$ cat config.mk
export PLATFORM = sky130hd
export DESIGN_NAME = pifb_bank
export DESIGN_NICKNAME = d
export VERILOG_FILES = /design/src/rtl/pifb_pkg.sv /design/src/rtl/pifb_bank.sv /design/src/rtl/pifb_flag_reg.sv
export SDC_FILE = /design/constraint.sdc
export NUM_CORES = 1
export LEC_CHECK = 0
export ABC_AREA = 1
export BUFFER_PORTS_ARGS = -buffer_cell sky130_fd_sc_hd__buf_2
export CAP_MARGIN = 30
export CORE_UTILIZATION = 45
export DETAILED_ROUTE_END_ITERATION = 8
export MAX_ROUTING_LAYER = met4
export PLACE_DENSITY_LB_ADDON = 0.25
export SYNTH_ARGS = -nofsm -noshare
export SYNTH_HDL_FRONTEND = slang
export SYNTH_HIERARCHICAL = 1
export SYNTH_SLANG_ARGS = --single-unit
export TNS_END_PERCENT = 100
$ cat constraint.sdc
create_clock -name ref_clk -period 1.1 [get_ports ref_clk]
set_clock_uncertainty 0.1 [all_clocks]
set_input_delay 0.11 -clock ref_clk [delete_from_list [all_inputs] [get_ports ref_clk]]
set_output_delay 0.11 -clock ref_clk [all_outputs]
set_load 0.05 [all_outputs]
$ cat src/rtl/pifb_pkg.sv
package pifb_pkg;

   // register indices on the plain register port
   localparam logic [3:0] PIFB_OFS_CORE_CTRL = 4'h0;
   localparam logic [3:0] PIFB_OFS_EN_ONE    = 4'h1;
   localparam logic [3:0] PIFB_OFS_EN_TWO    = 4'h2;
   localparam logic [3:0] PIFB_OFS_EN_THREE  = 4'h3;
   localparam logic [3:0] PIFB_OFS_EN_FOUR   = 4'h4;
   localparam logic [3:0] PIFB_OFS_REQ_ONE   = 4'h5;
   localparam logic [3:0] PIFB_OFS_REQ_TWO   = 4'h6;
   localparam logic [3:0] PIFB_OFS_REQ_THREE = 4'h7;
   localparam logic [3:0] PIFB_OFS_REQ_FOUR  = 4'h8;
   localparam logic [3:0] PIFB_OFS_IRQ_STAT  = 4'h9;
   localparam logic [3:0] PIFB_OFS_IRQ_MASK  = 4'hA;

   // value after every reset
   localparam logic [7:0] PIFB_RST_VAL = 8'h00;

   // implemented bit masks per group (small variant / large variant)
   localparam logic [7:0] PIFB_MASK_ONE       = 8'hFF;
   localparam logic [7:0] PIFB_MASK_TWO_SMALL = 8'hF8;
   localparam logic [7:0] PIFB_MASK_TWO_LARGE = 8'hF9;
   localparam logic [7:0] PIFB_MASK_THREE     = 8'h3A;
   localparam logic [7:0] PIFB_MASK_FOUR      = 8'h03;

   // core control field positions
   localparam int PIFB_BIT_GLOBAL_EN  = 7;
   localparam int PIFB_BIT_PERIPH_EN  = 6;
   localparam int PIFB_BIT_TMR0_EN    = 5;
   localparam int PIFB_BIT_EXT_EN     = 4;
   localparam int PIFB_BIT_CHG_EN     = 3;
   localparam int PIFB_BIT_TMR0_FLAG  = 2;
   localparam int PIFB_BIT_EXT_FLAG   = 1;
   localparam int PIFB_BIT_CHG_FLAG   = 0;

   // bank-level status bits
   localparam int PIFB_STAT_REQ_RISE  = 0;
   localparam int PIFB_STAT_CORE_RISE = 1;

   // event strobes from the sources, one per flag position
   typedef struct packed {
      logic [7:0] grp_one;
      logic [7:0] grp_two;
      logic [7:0] grp_three;
      logic [7:0] grp_four;
      logic [2:0] core;
   } pifb_events_t;

   // plain register port
   typedef struct packed {
      logic [3:0] addr;
      logic [7:0] wdata;
      logic       wr;
      logic       rd;
   } pifb_req_t;

endpackage
$ cat src/rtl/pifb_bank.sv
`timescale 1ns/1ps
//////////////////////////////////////////////////////////////////////////////
// What this block does
// no peripheral request without peripheral master enable
// flags set by hardware regardless of enables
// software clears stale flag before enabling
// second enable register bit layout fixed
// implemented bits read/write, reset to zero
// unimplemented bits read as zero
// third enable register bit layout fixed
// second request flags mirror second enable
// serial two collision sets fourth request bit1
// serial two event sets fourth request bit0
// core control register field order fixed
// first enable/request register layout fixed
// third request, fourth enable layouts fixed
// large-variant registers removed by parameter
// request when flag, enable, master enables set
// hardware set beats same-cycle software write
module pifb_bank #(
   parameter bit LARGE_VARIANT = 1'b1   // keeps groups three, four, capture two
) (
   // clock and reset
   input  wire logic                 ref_clk,
   input  wire logic                 resetn,
   // register port
   input  wire pifb_pkg::pifb_req_t  reg_req,
   output logic                [7:0] reg_rdata,
   // source events, one-cycle strobes from core-clock logic
   input  wire pifb_pkg::pifb_events_t src_evt,
   // request lines to the core
   output logic                      periph_irq,
   output logic                      core_irq,
   // bank interrupt
   output logic                      bank_irq
);
   import pifb_pkg::*;

   //////////////////////////////////////////////////////////////////////////
   // build-time masks

   // group two bit 0 and groups three/four vanish in the small variant
   localparam logic [7:0] MASK_TWO   = LARGE_VARIANT ? PIFB_MASK_TWO_LARGE
                                                     : PIFB_MASK_TWO_SMALL;
   localparam logic [7:0] MASK_THREE = LARGE_VARIANT ? PIFB_MASK_THREE : 8'h00;
   localparam logic [7:0] MASK_FOUR  = LARGE_VARIANT ? PIFB_MASK_FOUR : 8'h00;

   //////////////////////////////////////////////////////////////////////////
   // decode

   logic        wr_core;    // write to core control
   logic        wr_en1;     // write to enable group one
   logic        wr_en2;     // write to enable group two
   logic        wr_en3;     // write to enable group three
   logic        wr_en4;     // write to enable group four
   logic        wr_req1;    // write to request group one
   logic        wr_req2;    // write to request group two
   logic        wr_req3;    // write to request group three
   logic        wr_req4;    // write to request group four
   logic        wr_stat;    // write-one-to-clear on bank status
   logic        wr_mask;    // write to bank mask

   // one strobe per register, gated by the write strobe
   always_comb begin
      wr_core = reg_req.wr && (reg_req.addr == PIFB_OFS_CORE_CTRL);
      wr_en1  = reg_req.wr && (reg_req.addr == PIFB_OFS_EN_ONE);
      wr_en2  = reg_req.wr && (reg_req.addr == PIFB_OFS_EN_TWO);
      wr_en3  = reg_req.wr && (reg_req.addr == PIFB_OFS_EN_THREE);
      wr_en4  = reg_req.wr && (reg_req.addr == PIFB_OFS_EN_FOUR);
      wr_req1 = reg_req.wr && (reg_req.addr == PIFB_OFS_REQ_ONE);
      wr_req2 = reg_req.wr && (reg_req.addr == PIFB_OFS_REQ_TWO);
      wr_req3 = reg_req.wr && (reg_req.addr == PIFB_OFS_REQ_THREE);
      wr_req4 = reg_req.wr && (reg_req.addr == PIFB_OFS_REQ_FOUR);
      wr_stat = reg_req.wr && (reg_req.addr == PIFB_OFS_IRQ_STAT);
      wr_mask = reg_req.wr && (reg_req.addr == PIFB_OFS_IRQ_MASK);
   end

   //////////////////////////////////////////////////////////////////////////
   // enable registers

   logic [7:0] en_one_r;     // timer one gate .. timer one overflow
   logic [7:0] en_two_r;     // osc fail .. capture two
   logic [7:0] en_three_r;   // capture four/three, timer six/four
   logic [7:0] en_four_r;    // serial two collision / event

   // plain read/write enables, masked to implemented bits
   always_ff @(posedge ref_clk or negedge resetn) begin
      if (!resetn) begin
         en_one_r   <= PIFB_RST_VAL;
         en_two_r   <= PIFB_RST_VAL;
         en_three_r <= PIFB_RST_VAL;
         en_four_r  <= PIFB_RST_VAL;
      end else begin
         if (wr_en1) begin
            en_one_r <= reg_req.wdata & PIFB_MASK_ONE;
         end
         if (wr_en2) begin
            en_two_r <= reg_req.wdata & MASK_TWO;
         end
         if (wr_en3) begin
            en_three_r <= reg_req.wdata & MASK_THREE;
         end
         if (wr_en4) begin
            en_four_r <= reg_req.wdata & MASK_FOUR;
         end
      end
   end

   //////////////////////////////////////////////////////////////////////////
   // request flag registers, one generate entry per group

   logic [3:0][7:0] req_r;     // request groups one..four
   logic [3:0][7:0] req_set;   // hardware set strobes per group
   logic [3:0]      req_wr;    // software write per group

   // route event strobes onto flag positions of each group
   always_comb begin
      req_set[0] = src_evt.grp_one;
      req_set[1] = src_evt.grp_two;
      req_set[2] = src_evt.grp_three;
      req_set[3] = src_evt.grp_four;
      req_wr     = {wr_req4, wr_req3, wr_req2, wr_req1};
   end

   localparam logic [3:0][7:0] REQ_MASKS = {MASK_FOUR, MASK_THREE, MASK_TWO,
                                            PIFB_MASK_ONE};

   genvar g;
   generate
      for (g = 0; g < 4; g++) begin : g_req
         pifb_flag_reg #(
            .IMPL_MASK (REQ_MASKS[g])
         ) u_flag (
            .ref_clk (ref_clk),
            .resetn  (resetn),
            .wr_en   (req_wr[g]),
            .wdata   (reg_req.wdata),
            .hw_set  (req_set[g]),
            .value_r (req_r[g])
         );
      end
   endgenerate

   //////////////////////////////////////////////////////////////////////////
   // core interrupt control register

   logic [7:0] core_ctrl_r;    // enables in 7:3, flags in 2:0
   logic [7:0] core_ctrl_nxt;

   // flag bits keep set-wins-over-write like the peripheral flags
   always_comb begin
      core_ctrl_nxt = core_ctrl_r;
      if (wr_core) begin
         core_ctrl_nxt = reg_req.wdata;
      end
      core_ctrl_nxt[PIFB_BIT_TMR0_FLAG] = core_ctrl_nxt[PIFB_BIT_TMR0_FLAG] |
                                          src_evt.core[2];
      core_ctrl_nxt[PIFB_BIT_EXT_FLAG]  = core_ctrl_nxt[PIFB_BIT_EXT_FLAG] |
                                          src_evt.core[1];
      core_ctrl_nxt[PIFB_BIT_CHG_FLAG]  = core_ctrl_nxt[PIFB_BIT_CHG_FLAG] |
                                          src_evt.core[0];
   end

   // reset clears all enables and flags
   always_ff @(posedge ref_clk or negedge resetn) begin
      if (!resetn) begin
         core_ctrl_r <= PIFB_RST_VAL;
      end else begin
         core_ctrl_r <= core_ctrl_nxt;
      end
   end

   //////////////////////////////////////////////////////////////////////////
   // request generation

   logic       periph_any;   // any peripheral flag with its enable
   logic       core_any;     // any core-level source with its enable
   logic       global_en;    // global enable bit
   logic       master_en;    // peripheral master enable bit

   // enables are read only at the combine stage, so flags still latch
   always_comb begin
      global_en  = core_ctrl_r[PIFB_BIT_GLOBAL_EN];
      master_en  = core_ctrl_r[PIFB_BIT_PERIPH_EN];
      periph_any = |(req_r[0] & en_one_r) | |(req_r[1] & en_two_r) |
                   |(req_r[2] & en_three_r) | |(req_r[3] & en_four_r);
      core_any   = (core_ctrl_r[PIFB_BIT_TMR0_FLAG] & core_ctrl_r[PIFB_BIT_TMR0_EN]) |
                   (core_ctrl_r[PIFB_BIT_EXT_FLAG] & core_ctrl_r[PIFB_BIT_EXT_EN]) |
                   (core_ctrl_r[PIFB_BIT_CHG_FLAG] & core_ctrl_r[PIFB_BIT_CHG_EN]);
   end

   // combinational so the core sees a request in the cycle it arises
   assign periph_irq = periph_any & master_en & global_en;
   assign core_irq   = periph_irq | (core_any & global_en);

   //////////////////////////////////////////////////////////////////////////
   // bank status and mask

   logic [1:0] stat_r;        // sticky bank events
   logic [1:0] mask_r;        // bank interrupt mask
   logic       periph_d_r;    // last periph_irq, for edge detect
   logic       core_d_r;      // last core_irq, for edge detect
   logic [1:0] stat_evt;      // rising-edge events

   // rising edges of the two request lines
   always_comb begin
      stat_evt = '0;
      stat_evt[PIFB_STAT_REQ_RISE]  = periph_irq & ~periph_d_r;
      stat_evt[PIFB_STAT_CORE_RISE] = core_irq & ~core_d_r;
   end

   // edge history
   always_ff @(posedge ref_clk or negedge resetn) begin
      if (!resetn) begin
         periph_d_r <= 1'b0;
         core_d_r   <= 1'b0;
      end else begin
         periph_d_r <= periph_irq;
         core_d_r   <= core_irq;
      end
   end

   // write one to clear; a same-cycle event keeps its bit set
   always_ff @(posedge ref_clk or negedge resetn) begin
      if (!resetn) begin
         stat_r <= 2'h0;
      end else begin
         stat_r <= (wr_stat ? (stat_r & ~reg_req.wdata[1:0]) : stat_r) | stat_evt;
      end
   end

   // mask register
   always_ff @(posedge ref_clk or negedge resetn) begin
      if (!resetn) begin
         mask_r <= 2'h0;
      end else if (wr_mask) begin
         mask_r <= reg_req.wdata[1:0];
      end
   end

   assign bank_irq = |(stat_r & mask_r);

   //////////////////////////////////////////////////////////////////////////
   // read port, data one cycle after the strobe, zero elsewhere

   logic [7:0] rd_mux;   // selected register

   // unmapped indices read as zero
   always_comb begin
      unique case (reg_req.addr)
         PIFB_OFS_CORE_CTRL: rd_mux = core_ctrl_r;
         PIFB_OFS_EN_ONE:    rd_mux = en_one_r;
         PIFB_OFS_EN_TWO:    rd_mux = en_two_r;
         PIFB_OFS_EN_THREE:  rd_mux = en_three_r;
         PIFB_OFS_EN_FOUR:   rd_mux = en_four_r;
         PIFB_OFS_REQ_ONE:   rd_mux = req_r[0];
         PIFB_OFS_REQ_TWO:   rd_mux = req_r[1];
         PIFB_OFS_REQ_THREE: rd_mux = req_r[2];
         PIFB_OFS_REQ_FOUR:  rd_mux = req_r[3];
         PIFB_OFS_IRQ_STAT:  rd_mux = {6'h00, stat_r};
         PIFB_OFS_IRQ_MASK:  rd_mux = {6'h00, mask_r};
         default:            rd_mux = 8'h00;
      endcase
   end

   // registered read data, zero when no read was made
   always_ff @(posedge ref_clk or negedge resetn) begin
      if (!resetn) begin
         reg_rdata <= 8'h00;
      end else begin
         reg_rdata <= reg_req.rd ? rd_mux : 8'h00;
      end
   end
endmodule

$ cat src/rtl/pifb_flag_reg.sv
`timescale 1ns/1ps
// one 8-bit flag register: hardware sets, software writes, set wins
module pifb_flag_reg #(
   parameter logic [7:0] IMPL_MASK = 8'hFF
) (
   // clock and reset
   input  wire logic       ref_clk,
   input  wire logic       resetn,
   // software side
   input  wire logic       wr_en,
   input  wire logic [7:0] wdata,
   // hardware set strobes
   input  wire logic [7:0] hw_set,
   // stored value
   output logic      [7:0] value_r
);
   import pifb_pkg::*;

   logic [7:0] value_nxt;   // next stored value

   // write first, then hardware sets on top so no event is lost
   always_comb begin
      value_nxt = value_r;
      if (wr_en) begin
         value_nxt = wdata;
      end
      value_nxt = (value_nxt | hw_set) & IMPL_MASK;
   end

   // reset clears every bit
   always_ff @(posedge ref_clk or negedge resetn) begin
      if (!resetn) begin
         value_r <= PIFB_RST_VAL;
      end else begin
         value_r <= value_nxt;
      end
   end
endmodule

# --- Word level (Yosys, flattened, before mapping) ---
# Cells that the tools add are included.
op_classes:
  n_eq_ne: 10
  mux: 8
  bitwise: 31
  n_reduce_logical: 17
ops:
  columns: ["cell", "n"]
  rows:
  - ["case mux 8 bit (11 select lines)", 1]
  - ["OR reduction 8 bit", 4]
  - ["two-way mux 8 bit", 3]
  - ["bitwise AND 8 bit", 2]
  - ["equality test 4 x 3 -> 1 bit, second input constant", 4]
  - ["bitwise OR 8 bit", 2]
  - ["equality test 4 bit, second input constant", 3]
  - ["logical AND 1 bit", 11]
  - ["bitwise OR 1 bit", 9]
  - ["bitwise AND 1 bit", 8]
  - ["equality test 4 x 2 -> 1 bit, second input constant", 2]
  - ["bitwise AND 2 bit", 3]
  - ["bitwise AND 6 bit", 1]
  - ["two-way mux 6 bit", 1]
  - ["bitwise OR 6 bit", 1]
  - ["equality test 4 x 1 -> 1 bit, second input constant", 1]
  - ["logical NOT 4 bit", 1]
  - ["two-way mux 2 bit", 2]
  - ["bitwise OR 2 bit", 2]
  - ["two-way mux 3 bit", 1]
  - ["inverter 1 bit", 2]
  - ["inverter 2 bit", 1]
  - ["OR reduction 2 bit", 1]
word_totals:
  reg_bits: 62
  word_cells: 81

# --- Depth between registers and ports, before layout ---
logic_depth:
  ltp_word: 10
  ltp_mapped: 9
  ltp_nobuf: 9

# --- By module ---
# Netlist, hierarchy kept.
by_module_without_submodules:
  columns: ["mod", "n_inst", "cells_each", "area_each_um2", "seq_area_each_um2"]
  rows:
  - ["pifb_bank", 1, 314, 2366.0, 1051.0]
  - ["pifb_flag_reg (g_req[0].u_flag)", 1, 42, 412.9, 200.2]
  - ["pifb_flag_reg (g_req[1].u_flag)", 1, 34, 270.3, 150.1]
  - ["pifb_flag_reg (g_req[2].u_flag)", 1, 26, 202.7, 100.1]
  - ["pifb_flag_reg (g_req[3].u_flag)", 1, 18, 135.1, 50.0]

# --- Worst setup path before layout ---
# OpenSTA, ideal clock, no wires.
synth_timing:
  kind: "reg2reg"
  startpoint: "reg g_req[0].u_flag.value_r[0]"
  endpoint: "reg stat_r[1]"
  setup_time_ps: 121
  t_arrival_ps: 1340
  t_required_ps: 879
  slack_ps: -461
  path_stages_with_launch: 9
  synth_period_minus_slack_ps: 1561
  path_cell_list: "dfrtp_1 > nand2_1 > nand2_1 > nor2_1 > nand3_1 > o21bai_1 > nand2_1 > nand2_1 > nand2_1"
synth_between:
  elab_chain_cells: 10
synth_rtl:
  columns: ["element", "line_no", "text"]
  rows:
  - ["from (decl)", "pifb_flag_reg.sv:15", "output logic [7:0] value_r"]
  - ["from (signal assigned)", "pifb_flag_reg.sv:35", "value_r <= value_nxt;"]
  - ["bitwise AND 8 bit", "pifb_bank.sv:185", "periph_any = |(req_r[0] & en_one_r) | |(req_r[1] & en_two_r) |"]
  - ["OR reduction 8 bit", "pifb_bank.sv:185", null]
  - ["bitwise OR 1 bit", "pifb_bank.sv:185", null]
  - ["bitwise OR 1 bit (2 in series)", "pifb_bank.sv:186", "|(req_r[2] & en_three_r) | |(req_r[3] & en_four_r);"]
  - ["bitwise AND 1 bit (2 in series)", "pifb_bank.sv:193", "assign periph_irq = periph_any & master_en & global_en;"]
  - ["bitwise OR 1 bit", "pifb_bank.sv:194", "assign core_irq = periph_irq | (core_any & global_en);"]
  - ["net core_irq", "pifb_bank.sv:33", "output logic core_irq,"]
  - ["bitwise AND 1 bit", "pifb_bank.sv:209", "stat_evt[PIFB_STAT_CORE_RISE] = core_irq & ~core_d_r;"]
  - ["bitwise OR 2 bit", "pifb_bank.sv:228", "stat_r <= (wr_stat ? (stat_r & ~reg_req.wdata[1:0]) : stat_r) | stat_evt;"]
  - ["to (signal assigned)", "pifb_bank.sv:228", null]
  - ["to (decl)", "pifb_bank.sv:199", "logic [1:0] stat_r;"]
# The timed path passes the listed nets, and every way through them passes these cells.
# A chain may end at the register's enable or synchronous reset.

# --- Worst setup path in the final report ---
layout_timing:
  startpoint: "reg en_four_r[0]"
  endpoint: "out core_irq"
layout_between:
  elab_chain_cells: 6
layout_rtl:
  columns: ["element", "line_no", "text"]
  rows:
  - ["from (decl)", "pifb_bank.sv:84", "logic [7:0] en_four_r;"]
  - ["from (signal assigned)", "pifb_bank.sv:104", "en_four_r <= reg_req.wdata & MASK_FOUR;"]
  - ["bitwise AND 2 bit", "pifb_bank.sv:186", null]
  - ["OR reduction 8 bit", "pifb_bank.sv:186", null]
  - ["bitwise OR 1 bit", "pifb_bank.sv:186", null]
  - ["bitwise AND 1 bit (2 in series)", "pifb_bank.sv:193", null]
  - ["bitwise OR 1 bit", "pifb_bank.sv:194", null]
  - ["to (decl)", "pifb_bank.sv:33", null]
# No other way between the ends.

==> results.sh <==
export IMPL_status="finished with violations"
export IMPL_cp_max_fo=3
export IMPL_ant_nets=0
export IMPL_layout_min_cycle_time_ps=1830
export IMPL_rows=31
export IMPL_cp_depth=7
export IMPL_antenna_cells=0
export IMPL_core_mm2=0.00725
export IMPL_hold_viol=0
export IMPL_crit_path_frequent_cell="nand2_1"
export IMPL_ir_drop_uv=781
export IMPL_cts_tree="built"
export IMPL_dp_cells=645
export IMPL_vias=3497
export IMPL_worstPathCellList="nand2_2 -> nand2_1 -> nor2_1 -> nand2_1 -> o21bai_4 -> nand2_4 -> buf_8"
export IMPL_setup_violations=13
export IMPL_pwr_share_comb=0.278
export IMPL_port_buffers=49
export IMPL_place_ws_ps=-457
export IMPL_power_frac_clock=0.337
export IMPL_drc=0
export IMPL_worstRegToRegCells=7
export IMPL_path_class="reg -> out"
export IMPL_grt_antenna_before_repair=0
export IMPL_power_density_mw_per_mm2=1360
export IMPL_start_kind="flip-flop"
export IMPL_clock_sinks=62
export IMPL_dpl_hpwl_mm=7.36
export IMPL_start_util=0.467
export IMPL_seq_power_share=0.385
export IMPL_synthTopCellsByCount="nand2_1, dfrtp_1, inv_1, nand3_1"
export IMPL_layout_drive_gt1_share=0.417
export IMPL_synth_top_area_frac=0.458
export IMPL_drt_wirelength_per_cell_um=15.7
export IMPL_grt_setup_unrepaired="yes"
export IMPL_place_gp_congestion=0.964
export IMPL_synth_avg_cell_area_um2=7.80
export IMPL_grt_usage=0.306
export IMPL_final_cell_count_no_fill=701
export IMPL_area_growth_pct=54.2
export IMPL_layout_setup_ws_ps=-730
export IMPL_cts_buffers_inserted=9
export IMPL_grt_pass1_wl_mm=16.7
export IMPL_switching_power_mw=2.19
export IMPL_synth_seq_cells=62
export IMPL_drv_cap=0
export IMPL_drtIter0Drc=339
export IMPL_async_flop_share=1.00
export IMPL_slew_viol_final=0
export IMPL_crit_arrival_ps=1620
export IMPL_die_w_um=88.8
export IMPL_hp_class="in -> reg"
export IMPL_post_synth_num_cell_types=30
export IMPL_holdWs_ps=54.1
export IMPL_switching_share=0.308
export IMPL_cp_required_ps=890
export IMPL_drt_total_wl_mm=11.0
export IMPL_grt_pass1_vias=3446
export IMPL_root_buffer="clkbuf_8"
export IMPL_synthTopCellsByArea="dfrtp_1, nand2_1, inv_1"
export IMPL_critPathSlowestCell="dfrtp_1"
export IMPL_grt_max_degree=45
export IMPL_cpPeakStageDelay_ps=410
export IMPL_grt_ovfl_total=0
export IMPL_min_path_cells=3
export IMPL_syn_inst=434
export IMPL_synth_ff_type="dfrtp_1"
export IMPL_clk_latency_ps=360
export IMPL_leakage_nw=2.69
export IMPL_intPower_mw=4.93
export IMPL_cp_num_buf_inv=1
export IMPL_die_y_um=88.8
export IMPL_yosysMostFrequentCell="nand2_1"
export IMPL_yosys_warnings=6
export IMPL_fin_crit_sh=1.66
export IMPL_ioPinCount=62
export IMPL_fmax_ghz=0.546
export IMPL_final_nets=648
export IMPL_cts_reportedPaths_clkPinSlew_ps=70
export IMPL_yosysSeqAreaShare=0.458
export IMPL_clockBufferDepth=2
export IMPL_htreeDepth=3
export IMPL_violations="negative setup slack"
export IMPL_routed_via_density=4.99
export IMPL_end_kind="primary output"
export IMPL_fp_dieArea_mm2=0.00788
export IMPL_syn_area_mm2=0.00339
export IMPL_utilization=0.720
export IMPL_synth_area_leader_cell="dfrtp_1"
export IMPL_synth_edff_count=0
export IMPL_cp_top_family="simple AND/OR/NAND/NOR gates"
export IMPL_drtPass1Iterations=4
[layout make-up]
class	instances	area [um2]
timing repair buffer	160	1350
multi-input combinational	312	1760
fill	560	2030
tap	99	124
clock inverter	3	65.1
clock buffer	13	169
sequential	62	1550
inverter	52	203
[placed cells by master, fill, tap and decap left out, drive strengths merged, types with 4 or more instances in the layout]
| cell | count |
|---|---|
| a21oi | 9 |
| buf | 128 |
| clkbuf | 13 |
| conb | 12 |
| dfrtp | 62 |
| dlygate4sd3 | 32 |
| inv | 52 |
| nand2 | 179 |
| nand3 | 37 |
| nand4 | 4 |
| nor2 | 25 |
| o21ai | 34 |
[tightest hold or removal path, delay by kind of cell]
kind / cells / cell delay [ps]
buffers and inverters: 2 / 210
AO/OA/AOI/OAI: 1 / 150
[per-stage QoR]
step / TNS (ps) / area (um2) / power [mW]
final: -2960 / 5220 / 7.11
after global placement: -10560 / 4260 / 4.29
after floorplan: -933 / 3450 / 3.60
after CTS: -3010 / 5020 / 6.94
after detailed placement: -11480 / 4260 / 4.33
after global routing: -3810 / 5220 / 7.41
[path summary, 6_finish.rpt]
path	slack (ps)	end	from
worst max-delay path	-730	core_irq	en_four_r[0]
min in group asynchronous	160	g_req[3].u_flag/value_r[0]	resetn
worst min-delay path	50	en_one_r[0]	reg_req[2]
worst max register to register	-340	stat_r[0]	en_four_r[0]
worst min register to register	350	stat_r[0]	periph_d_r
max in group asynchronous	500	reg_rdata[2]	resetn
[power by group through the flow]
stage	Clock, mW	Sequential [mW]	Combinational [mW]
2_1_floorplan	0	2.81	0.791
3_3_place_gp	0	2.74	1.55
3_5_place_dp	0	2.75	1.57
4_1_cts	2.40	2.73	1.82
5_1_grt	2.50	2.76	2.15
6_report	2.40	2.74	1.98
[per-layer routing]
| layer | vias up | wire length, um | global-route usage |
|---|---|---|---|
| li1 | 1661 | - | - |
| met1 | 1676 | 4340 | 0.341 |
| met2 | 130 | 5720 | 0.536 |
| met3 | 30 | 575 | 0.0364 |
| met4 | 0 | 380 | 0.161 |
| met5 | - | 0 | - |
[registers in the layout, summed over array words and instances (netlist names)]
register              cells
g_req.u_flag/value_r     20
mask_r                    2
en_three_r                4
reg_rdata                 8
en_four_r                 2
en_two_r                  6
en_one_r                  8
periph_d_r                1
core_d_r                  1
core_ctrl_r               8
stat_r                    2
[logic make-up (layout without fill, tap and decap cells)]
logic type,Yosys count,count (layout),share of synthesized area
compound gates,49,49,0.0846
mux,1,1,0.00443
other cells,3,12,0.00332
flops,62,62,0.458
simple gates,250,250,0.349
buf+inv,69,228,0.100
[what timing repair did]
| item | 4_1_cts | 5_1_grt |
|---|---|---|
| cloned | 0 | 0 |
| gates resized for setup | 58 | 50 |
| endpoints found under the setup margin | 21 | 22 |
| hold buffers | 32 | 0 |
| endpoints found under the hold margin | 89 | 0 |
| setup buffers | 4 | 12 |
| pin swaps | 19 | 25 |
Note: power is estimated with default switching activity, not from simulation.
